--- src/biss_pkg.sv ---
// Shared constants and state codes for the frame capture block
// How it works
// - After delay, wait clock, sample at compensated point
// - Start state times processing until start bit
// - Processing timer saturates; last value readable
// - Control bit sampled cycle after start bit
// - Inverted control bit captured at timeout
// - Keep only latest frame's two control bits
// - Accept zero to 250 data bits silently
// - Sample every cycle until timeout; count bits
// - Bits packed MSB first into byte cells
// - Last byte may be partial; host masks
// - Timeout in delay/ready ends frame cleanly
// - Timeout in measure/start/control flags error
// - Interrupt pulse on switch; ends early on transfer
// - Every timeout sets seen flag, bumps tally
// - Data ready only when bank readable
// - Frame read clears tally, ready, seen
// - Frozen tally saturates at 0x3fff
// - Two banks, 250 bits each
// - Idle host: alternate banks, read newest
// - Busy read: seen/tally now, ready/irq later
// - Busy read: no switch, overwrite write bank
// - Overlap gives no interrupt, flags collision
// - Eight states, three-bit codes
// - Timeout period from first 1.5 clock periods
package biss_pkg;
  localparam int TO_W = 16;
  localparam logic [TO_W-1:0] TO_MAX = 16'hffff;
  localparam int PT_W = 12;
  localparam logic [PT_W-1:0] PT_MAX = 12'hfff;
  localparam int TALLY_W = 14;
  localparam logic [TALLY_W-1:0] TALLY_MAX = 14'h3fff;
  localparam int MAX_BITS = 250;
  localparam int BCNT_W = 8;
  localparam int BANK_BYTES = 32;
  localparam int ADDR_W = 5;
  localparam int FIFO_DEPTH = 8;
  localparam int CLK_MHZ = 250;
  localparam int IRQ_PULSE_NS = 2000;
  localparam int IRQ_CYC = IRQ_PULSE_NS * CLK_MHZ / 1000;
  localparam int IRQ_W = 10;
  typedef enum logic [2:0] {
    ST_IDLE  = 3'b000,
    ST_MEAS  = 3'b001,
    ST_DELAY = 3'b010,
    ST_READY = 3'b011,
    ST_START = 3'b100,
    ST_CTRL  = 3'b101,
    ST_DATA  = 3'b110,
    ST_ERROR = 3'b111
  } state_t;
endpackage

--- src/byte_stream_if.sv ---
// Byte stream with valid and ready between internal modules
`timescale 1ns/1ps
interface byte_stream_if;
  logic [7:0] data;
  logic       valid;
  logic       ready;
  modport src (output data, output valid, input ready);
  modport snk (input data, input valid, output ready);
endinterface

--- src/sync2.sv ---
// Two-flop synchroniser for pin inputs
`timescale 1ns/1ps
module sync2 (
  input  wire logic clk,
  input  wire logic reset,
  input  wire logic d,
  output logic      q
);
  logic meta_q;
  always_ff @(posedge clk) begin
    if (reset) begin
      meta_q <= 1'b1;
      q      <= 1'b1;
    end else begin
      meta_q <= d;
      q      <= meta_q;
    end
  end
endmodule // sync2

--- src/byte_fifo.sv ---
// Flop-based FIFO, width and depth as parameters
`timescale 1ns/1ps
module byte_fifo #(
  parameter int WIDTH = 8,
  parameter int DEPTH = 8
) (
  input  wire logic    clk,
  input  wire logic    reset,
  byte_stream_if.snk   in_s,
  byte_stream_if.src   out_s
);
  localparam int AW = $clog2(DEPTH);
  logic [WIDTH-1:0] mem_q [DEPTH];
  logic [AW-1:0]    wp_q;
  logic [AW-1:0]    rp_q;
  logic [AW:0]      cnt_q;
  logic             push;
  logic             pop;
  assign in_s.ready  = (cnt_q != (AW+1)'(DEPTH));
  assign out_s.valid = (cnt_q != '0);
  assign out_s.data  = mem_q[rp_q];
  assign push = in_s.valid & in_s.ready;
  assign pop  = out_s.valid & out_s.ready;
  always_ff @(posedge clk) begin
    if (push) begin
      mem_q[wp_q] <= in_s.data;
    end
  end
  always_ff @(posedge clk) begin
    if (reset) begin
      wp_q  <= '0;
      rp_q  <= '0;
      cnt_q <= '0;
    end else begin
      if (push) wp_q <= wp_q + 1'b1;
      if (pop) rp_q <= rp_q + 1'b1;
      cnt_q <= cnt_q + (AW+1)'(push) - (AW+1)'(pop);
    end
  end
endmodule // byte_fifo

--- src/biss_frame_capture_banks.sv ---
// Passive frame listener with two alternating frame banks
`timescale 1ns/1ps
module biss_frame_capture_banks (
  input  wire logic                         clk,
  input  wire logic                         reset,
  input  wire logic                         master_clock_line,
  input  wire logic                         slave_data_line,
  input  wire logic                         spi_active,
  input  wire logic                         spi_frame_read,
  input  wire logic                         err_clear,
  input  wire logic [biss_pkg::ADDR_W-1:0]  rd_addr,
  output logic      [7:0]                   rd_data,
  output logic      [2:0]                   device_state_reg,
  output logic                              device_fault_reg,
  output logic                              irq,
  output logic                              data_ready_flag,
  output logic                              frame_seen,
  output logic      [biss_pkg::TALLY_W-1:0] frozen_frame_tally,
  output logic      [biss_pkg::BCNT_W-1:0]  bit_count,
  output logic      [biss_pkg::PT_W-1:0]    proc_time,
  output logic      [biss_pkg::TO_W-1:0]    line_delay,
  output logic                              ctrl_bit,
  output logic                              ctrl_bit_inv,
  output logic                              bank_collision,
  output logic                              read_bank
);
  biss_pkg::state_t state_q;
  logic lc_s;
  logic sl_s;
  logic lc_q;
  logic lc_rise;
  logic lc_chg;
  logic [1:0] rise_cnt_q;
  logic [biss_pkg::TO_W-1:0] to_cnt_q;
  logic [biss_pkg::TO_W-1:0] to_len_q;
  logic [biss_pkg::TO_W-1:0] per_cnt_q;
  logic [biss_pkg::TO_W-1:0] smp_cnt_q;
  logic smp_arm_q;
  logic smp;
  logic timeout;
  logic [7:0] acc_q;
  logic [2:0] nb_q;
  logic push_vld_q;
  logic [7:0] push_dat_q;
  logic stall;
  logic end_pend_q;
  logic commit;
  logic [biss_pkg::ADDR_W-1:0] wptr_q;
  logic wr_bank_q;
  logic [7:0] bank_q [2][biss_pkg::BANK_BYTES];
  logic [biss_pkg::TALLY_W-1:0] tally_q;
  logic defer_q;
  logic rd_q;
  logic act_q;
  logic rd_rise;
  logic rd_fall;
  logic act_rise;
  logic switch_go;
  logic collide;
  logic [biss_pkg::IRQ_W-1:0] irq_cnt_q;

  byte_stream_if fill_s ();
  byte_stream_if drain_s ();

  sync2 u_sync_lc (
    .clk   (clk),
    .reset (reset),
    .d     (master_clock_line),
    .q     (lc_s)
  );

  sync2 u_sync_sl (
    .clk   (clk),
    .reset (reset),
    .d     (slave_data_line),
    .q     (sl_s)
  );

  byte_fifo #(
    .WIDTH (8),
    .DEPTH (biss_pkg::FIFO_DEPTH)
  ) u_fifo (
    .clk   (clk),
    .reset (reset),
    .in_s  (fill_s),
    .out_s (drain_s)
  );

  assign lc_rise = lc_s & ~lc_q;
  assign lc_chg  = lc_s ^ lc_q;
  assign smp     = smp_arm_q && (smp_cnt_q == '0);
  // Frame end: no clock change within the measured period, or for TO_MAX cycles while measuring
  assign timeout = (state_q != biss_pkg::ST_IDLE) && !lc_chg &&
                   (state_q == biss_pkg::ST_MEAS ? to_cnt_q == biss_pkg::TO_MAX
                                                : to_cnt_q >= to_len_q);
  assign stall   = push_vld_q && !fill_s.ready;
  assign fill_s.valid = push_vld_q;
  assign fill_s.data  = push_dat_q;
  assign commit  = end_pend_q && !drain_s.valid && !push_vld_q;
  assign drain_s.ready = !commit;
  assign rd_rise  = spi_frame_read & ~rd_q;
  assign rd_fall  = rd_q & ~spi_frame_read;
  assign act_rise = spi_active & ~act_q;
  // Newest frame made readable now, or after the read ends
  assign switch_go = (commit && !spi_frame_read) ||
                     (rd_fall && defer_q && state_q == biss_pkg::ST_IDLE);
  assign collide   = rd_fall && defer_q && state_q != biss_pkg::ST_IDLE;

  always_ff @(posedge clk) begin
    if (reset) begin
      lc_q  <= 1'b1;
      rd_q  <= 1'b0;
      act_q <= 1'b0;
    end else begin
      lc_q  <= lc_s;
      rd_q  <= spi_frame_read;
      act_q <= spi_active;
    end
  end

  // Frame controller
  always_ff @(posedge clk) begin
    if (reset) begin
      state_q <= biss_pkg::ST_IDLE;
    end else if (timeout) begin
      state_q <= biss_pkg::ST_IDLE;
    end else begin
      case (state_q)
        biss_pkg::ST_IDLE:
          if (lc_chg && !lc_s) state_q <= biss_pkg::ST_MEAS;
        biss_pkg::ST_MEAS:
          if (lc_rise && rise_cnt_q == 2'h1) begin
            state_q <= sl_s ? biss_pkg::ST_DELAY : biss_pkg::ST_ERROR;
          end
        biss_pkg::ST_DELAY:
          if (!sl_s) state_q <= biss_pkg::ST_READY;
        biss_pkg::ST_READY:
          if (lc_rise) state_q <= biss_pkg::ST_START;
        biss_pkg::ST_START:
          if (smp && sl_s) state_q <= biss_pkg::ST_CTRL;
        biss_pkg::ST_CTRL:
          if (smp) state_q <= biss_pkg::ST_DATA;
        biss_pkg::ST_DATA:
          state_q <= biss_pkg::ST_DATA;
        biss_pkg::ST_ERROR:
          state_q <= biss_pkg::ST_ERROR;
        default:
          state_q <= biss_pkg::ST_IDLE;
      endcase
    end
  end

  always_ff @(posedge clk) begin
    if (reset) begin
      device_state_reg <= 3'h0;
    end else begin
      device_state_reg <= state_q;
    end
  end

  // Timeout measurement
  always_ff @(posedge clk) begin
    if (reset) begin
      to_cnt_q   <= '0;
      per_cnt_q  <= '0;
      to_len_q   <= biss_pkg::TO_MAX;
      rise_cnt_q <= 2'h0;
    end else if (state_q == biss_pkg::ST_IDLE) begin
      to_cnt_q   <= '0;
      per_cnt_q  <= '0;
      rise_cnt_q <= 2'h0;
    end else begin
      to_cnt_q <= lc_chg ? '0 : to_cnt_q + (to_cnt_q != biss_pkg::TO_MAX);
      if (state_q == biss_pkg::ST_MEAS) begin
        per_cnt_q <= per_cnt_q + (per_cnt_q != biss_pkg::TO_MAX);
        if (lc_rise) rise_cnt_q <= rise_cnt_q + 2'h1;
        if (lc_rise && rise_cnt_q == 2'h1) to_len_q <= per_cnt_q;
      end
    end
  end

  // Line delay and compensated sample point
  always_ff @(posedge clk) begin
    if (reset) begin
      line_delay <= '0;
      smp_cnt_q  <= '0;
      smp_arm_q  <= 1'b0;
    end else begin
      if (state_q == biss_pkg::ST_MEAS && lc_rise) line_delay <= '0;
      else if (state_q == biss_pkg::ST_DELAY && sl_s)
        line_delay <= line_delay + (line_delay != biss_pkg::TO_MAX);
      if (state_q == biss_pkg::ST_IDLE) begin
        smp_arm_q <= 1'b0;
      end else if (lc_rise && state_q >= biss_pkg::ST_READY) begin
        smp_cnt_q <= line_delay;
        smp_arm_q <= 1'b1;
      end else if (smp) begin
        smp_arm_q <= 1'b0;
      end else if (smp_arm_q) begin
        smp_cnt_q <= smp_cnt_q - 1'b1;
      end
    end
  end

  // Processing time and control bits
  always_ff @(posedge clk) begin
    if (reset) begin
      proc_time    <= '0;
      ctrl_bit     <= 1'b0;
      ctrl_bit_inv <= 1'b0;
    end else begin
      if (state_q == biss_pkg::ST_READY) proc_time <= '0;
      else if (state_q == biss_pkg::ST_START)
        proc_time <= proc_time + (proc_time != biss_pkg::PT_MAX);
      if (state_q == biss_pkg::ST_CTRL && smp) ctrl_bit <= sl_s;
      if (timeout) ctrl_bit_inv <= sl_s;
    end
  end

  // Bit packing into bytes
  always_ff @(posedge clk) begin
    if (reset) begin
      acc_q      <= 8'h00;
      nb_q       <= 3'h0;
      bit_count  <= '0;
      push_vld_q <= 1'b0;
      push_dat_q <= 8'h00;
      end_pend_q <= 1'b0;
    end else begin
      if (fill_s.ready) push_vld_q <= 1'b0;
      if (commit) end_pend_q <= 1'b0;
      if (state_q == biss_pkg::ST_IDLE && lc_chg && !lc_s) begin
        acc_q     <= 8'h00;
        nb_q      <= 3'h0;
        bit_count <= '0;
      end else if (timeout) begin
        end_pend_q <= 1'b1;
        if (nb_q != 3'h0 && !stall) begin
          push_dat_q <= acc_q;
          push_vld_q <= 1'b1;
        end
      end else if (state_q == biss_pkg::ST_DATA && smp && !stall &&
                   bit_count != biss_pkg::BCNT_W'(biss_pkg::MAX_BITS)) begin
        acc_q     <= (nb_q == 3'h7) ? 8'h00 : {acc_q[6:0], sl_s};
        nb_q      <= nb_q + 3'h1;
        bit_count <= bit_count + 1'b1;
        if (nb_q == 3'h7) begin
          push_dat_q <= {acc_q[6:0], sl_s};
          push_vld_q <= 1'b1;
        end
      end
    end
  end

  // Bank storage
  always_ff @(posedge clk) begin
    if (drain_s.valid && drain_s.ready) bank_q[wr_bank_q][wptr_q] <= drain_s.data;
  end

  always_ff @(posedge clk) begin
    if (reset) begin
      wptr_q    <= '0;
      wr_bank_q <= 1'b0;
      read_bank <= 1'b1;
      rd_data   <= 8'h00;
    end else begin
      rd_data <= bank_q[read_bank][rd_addr];
      if (state_q == biss_pkg::ST_IDLE && lc_chg && !lc_s) wptr_q <= '0;
      else if (drain_s.valid && drain_s.ready) wptr_q <= wptr_q + 1'b1;
      if (switch_go) begin
        read_bank <= wr_bank_q;
        wr_bank_q <= ~wr_bank_q;
      end
    end
  end

  // Tally, flags and deferred switch
  always_ff @(posedge clk) begin
    if (reset) begin
      tally_q            <= '0;
      frozen_frame_tally <= '0;
      frame_seen         <= 1'b0;
      data_ready_flag    <= 1'b0;
      defer_q            <= 1'b0;
      bank_collision     <= 1'b0;
    end else begin
      if (commit) begin
        tally_q <= rd_rise ? 14'h0001 : tally_q + (tally_q != biss_pkg::TALLY_MAX);
        frame_seen <= 1'b1;
      end else if (rd_rise) begin
        tally_q    <= '0;
        frame_seen <= 1'b0;
      end
      if (rd_rise) frozen_frame_tally <= tally_q;
      if (switch_go) data_ready_flag <= 1'b1;
      else if (rd_rise) data_ready_flag <= 1'b0;
      if (commit && spi_frame_read) defer_q <= 1'b1;
      else if (rd_fall) defer_q <= 1'b0;
      if (collide) bank_collision <= 1'b1;
      else if (rd_rise) bank_collision <= 1'b0;
    end
  end

  // Protocol fault and interrupt pulse
  always_ff @(posedge clk) begin
    if (reset) begin
      device_fault_reg <= 1'b0;
    end else if (timeout && (state_q == biss_pkg::ST_MEAS ||
                 state_q == biss_pkg::ST_START || state_q == biss_pkg::ST_CTRL)) begin
      device_fault_reg <= 1'b1;
    end else if (state_q == biss_pkg::ST_MEAS && lc_rise && rise_cnt_q == 2'h1 && !sl_s) begin
      device_fault_reg <= 1'b1;
    end else if (err_clear) begin
      device_fault_reg <= 1'b0;
    end
  end

  always_ff @(posedge clk) begin
    if (reset) begin
      irq       <= 1'b0;
      irq_cnt_q <= '0;
    end else if (switch_go) begin
      irq       <= 1'b1;
      irq_cnt_q <= biss_pkg::IRQ_W'(biss_pkg::IRQ_CYC - 1);
    end else if (act_rise || irq_cnt_q == '0) begin
      irq <= 1'b0;
    end else begin
      irq_cnt_q <= irq_cnt_q - 1'b1;
    end
  end
endmodule // biss_frame_capture_banks

--- config.mk ---
export PLATFORM = sky130hd
export DESIGN_NAME = biss_frame_capture_banks
export DESIGN_NICKNAME = d
export VERILOG_FILES = /design/src/biss_pkg.sv /design/src/byte_stream_if.sv /design/src/sync2.sv /design/src/byte_fifo.sv /design/src/biss_frame_capture_banks.sv
export SDC_FILE = /design/constraint.sdc
export NUM_CORES = 1
export LEC_CHECK = 0
export ABC_AREA = 0
export BUFFER_PORTS_ARGS = -buffer_cell sky130_fd_sc_hd__buf_2
export CAP_MARGIN = 5
export CORE_UTILIZATION = 30
export CTS_CLUSTER_DIAMETER = 200
export CTS_CLUSTER_SIZE = 10
export DETAILED_ROUTE_END_ITERATION = 10
export PLACE_DENSITY = 0.47
export SYNTH_ARGS = -nofsm -noshare
export SYNTH_HDL_FRONTEND = slang
export SYNTH_SLANG_ARGS = --single-unit
--- constraint.sdc ---
create_clock -name clk -period 5.91 [get_ports clk]
set_clock_uncertainty 0.15 [all_clocks]
set_input_delay 0.2955 -clock clk [delete_from_list [all_inputs] [get_ports clk]]
set_output_delay 0.2955 -clock clk [all_outputs]
set_load 0.01 [all_outputs]
==> flow_summary.json <==
{
  "drt_wl_total_mm": 76.7,
  "core_region_area_um2": 105000,
  "cts_tree": "built",
  "nets": 2214,
  "cp-startpoint": "to_cnt_q[5]$_SDFF_PP0_",
  "critPathMaxStageDelay_ns": 0.70,
  "wl_per_cell_um": 21.3,
  "swShare_pct": 23.3,
  "crit_path_start_kind": "flop",
  "timing.fmax_mhz": 297,
  "htree_levels": 3,
  "rr_worst_depth": 7,
  "grt_setup_unrepaired": "false",
  "drv_slew": 0,
  "syn_area_per_cell_um2": 15.5,
  "final_antenna_net_count": 0,
  "path_class": "flop to flop",
  "slew_headroom_pct": 21.6,
  "ys_async_sr_fraction_pct": 0,
  "dieArea_um2": 107000,
  "p_clk_share_pct": 40.6,
  "synth_edf_count": 576,
  "combPwrFrac_pct": 7.7,
  "timing.final.crit_share_pct": 57.0,
  "cts_buffer_depth": 3,
  "p_leak_uw": 0.0117,
  "synth_top_area_share_pct": 54.3,
  "drtIter0Drc": 1206,
  "yosysTopAreaCell": "edfxtp_1",
  "routabilityCongestion": 0.778,
  "die_h_um": 328,
  "multiInputGateArea_um2": 9650,
  "synth.most_common_cell": "edfxtp_1",
  "row_count": 119,
  "synth_flop_cell": "edfxtp_1",
  "largest_register_ffs": 512,
  "vias": 17500,
  "crit_required_ns": 6.25,
  "antenna_found_initial": 1,
  "grt_pass1_vias": 18100,
  "timing.rr.end": "fill_s.data[6]$_SDFFE_PP0P_",
  "numCtsBuffers": 88,
  "die_w_um": 328,
  "drtPass1Iterations": 7,
  "power.switching_uw": 2810,
  "overflow": 0,
  "start_util_pct": 30.2,
  "post-dp-hpwl_mm": 48.3,
  "drt-vias-per-instance": 4.87,
  "setup_viol_count_final": 0,
  "largest-register": "bank_q",
  "crit_fanout": 9,
  "max_cap_violations": 0,
  "reg2reg_slack_ns": 2.54,
  "synth_area_leaders": "edfxtp_1, dfxtp_1, mux4_2, nor2_1, ha_1",
  "grt_max_degree": 69,
  "yosysSeqAreaShare_pct": 67.7,
  "slowest_stage": "o41ai_4",
  "ios": 81,
  "power.internal_uw": 9250,
  "seqCellArea_um2": 21500,
  "syn_area_um2": 31800,
  "cts-root-buf": "clkbuf_16",
  "yosys_warnings": 0,
  "pre_cts_ws_ns": 2.49,
  "syn_to_final_growth_pct": 14.0,
  "top_regs": "bank_q x512, u_fifo.mem_q x64",
  "worstMarginPinSlew_ns": 1.17,
  "grt_pass1_wl_mm": 116,
  "grt_usage_pct": 14.3,
  "min_period_ns": 3.37,
  "synth_nets": 2117,
  "end_kind": "flop",
  "clock-sinks": 788,
  "clock_latency_ns": 0.63,
  "cellPowerDensity_nw_per_um2": 332,
  "crit_chain": "ha_1 > nand4_1 > o311a_1 > o41ai_4 > nor2b_1 > or2_1 > a311oi_2",
  "fin_setup_tns_ns": 0,
  "status": "complete, no violations",
  "post_cts_buffers": 0,
  "drc": 0,
  "r2r_start": "to_cnt_q[5]$_SDFF_PP0_",
  "cts.reportedPaths.clkPinSlew_ns": 0.06,
  "p_seq_share_pct": 51.7,
  "peakVddDrop_mv": 0.239,
  "cp-endpoint": "fill_s.data[6]$_SDFFE_PP0P_",
  "final-hold-violation-count": 0,
  "synth_common_cells": "edfxtp_1, dfxtp_1, nor2_1",
  "portBuffers": 80,
  "cp_data_arrival_time_ns": 3.71,
  "yosysUniqueCellTypes": 77,
  "fin_ws_ns": 2.54,
  "fill_cells": 9980,
  "syn_inst": 2055,
  "hp-class": "primary input to flop",
  "drive_gt1_share_pct": 19.1,
  "synth_seq_cells": 788
}
kinds of logic after synthesis:
| kind of cell | synth area share [%] |
|---|---|
| multiplexers | 13.6 |
| AND/OR/NAND/NOR | 8.30 |
| XOR/XNOR | 2.15 |
| buffers and inverters | 2.05 |
| adder cells (fa/ha/maj) | 1.99 |
| AO/OA/AOI/OAI | 4.24 |
| flip-flops | 67.7 |
area by class of cell:
| cell class | instances | area share [%] |
|---|---|---|
| antenna | 1 | 0.00690 |
| clock buffer | 140 | 6.69 |
| clock inverter | 3 | 0.114 |
| inverter | 49 | 0.545 |
| multi-input combinational | 1115 | 26.6 |
| sequential | 788 | 59.4 |
| tap | 1391 | 4.80 |
| timing repair buffer | 110 | 1.89 |
worst min path at each step:
stage                                           start                     endpoint  slack [ns]  cells past startpoint
after floorplan           u_sync_lc.meta_q$_SDFF_PP1_       u_sync_lc.q$_SDFF_PP1_        0.24                      1
after detailed placement  u_sync_sl.meta_q$_SDFF_PP1_       u_sync_sl.q$_SDFF_PP1_        0.25                      1
after CTS                             slave_data_line  u_sync_sl.meta_q$_SDFF_PP1_        0.20                      3
final                                 slave_data_line  u_sync_sl.meta_q$_SDFF_PP1_        0.24                      3
after global routing                  slave_data_line  u_sync_sl.meta_q$_SDFF_PP1_        0.23                      3
after global placement    u_sync_sl.meta_q$_SDFF_PP1_       u_sync_sl.q$_SDFF_PP1_        0.24                      1
power groups by stage:
stage / registers [uW] / clock network, uW / logic [uW]
after floorplan: 6300 / 0 / 637
after global placement: 6340 / 0 / 926
after detailed placement: 6350 / 0 / 948
after CTS: 6230 / 5030 / 954
after global routing: 6240 / 5230 / 1030
final: 6230 / 4890 / 933
what timing repair did:
item                                   CTS  global route
hold buffers                             7             0
endpoints found under the hold margin   44             0
resized for setup                        0             0
metrics by stage:
step / area, um2 / cells / util [%] / hold slack, ns / total power (uW)
after floorplan: 31800 / 2055 / - / 0.239 / 6930
after global routing: 36300 / 3597 / 34.5 / 0.229 / 12500
after detailed placement: 33700 / 3446 / 32.1 / 0.246 / 7290
after global placement: 33700 / 3446 / 32.1 / 0.243 / 7270
final: 36300 / 3597 / 34.5 / 0.237 / 12100
after CTS: 36300 / 3596 / 34.5 / 0.198 / 12200
critical path: cells and delay by family (launching register included):
kind	cells	cell delay, ns
flip-flops	1	0.37
adder cells (fa/ha/maj)	1	0.32
AND/OR/NAND/NOR	3	1.12
AO/OA/AOI/OAI	3	1.26
layer usage:
layer  global-route usage, %  share of wire (%)  vias to the layer above
li1                        -                  -                     8020
met2                    23.8                 48                      432
met4                    3.70                2.1                        0
met3                    2.38                4.5                      114
met5                       0                  0                        -
met1                    19.4                 45                     8956
cells in the final DEF, fill, tap and decap left out, drive strengths merged, types with 24 or more instances in the layout:
cell type / synthesis / layout
edfxtp: 576 / 576
dfxtp: 212 / 212
nor2: 194 / 194
mux4: 176 / 176
nand2: 156 / 156
clkbuf: 64 / 140
buf: 39 / 103
a21oi: 89 / 89
o21ai: 54 / 54
xor2: 52 / 52
ha: 49 / 49
inv: 48 / 49
nand3: 41 / 41
nand4: 30 / 30
xnor2: 26 / 26
nor3: 24 / 24
Note: power is estimated with default switching activity, not from simulation.
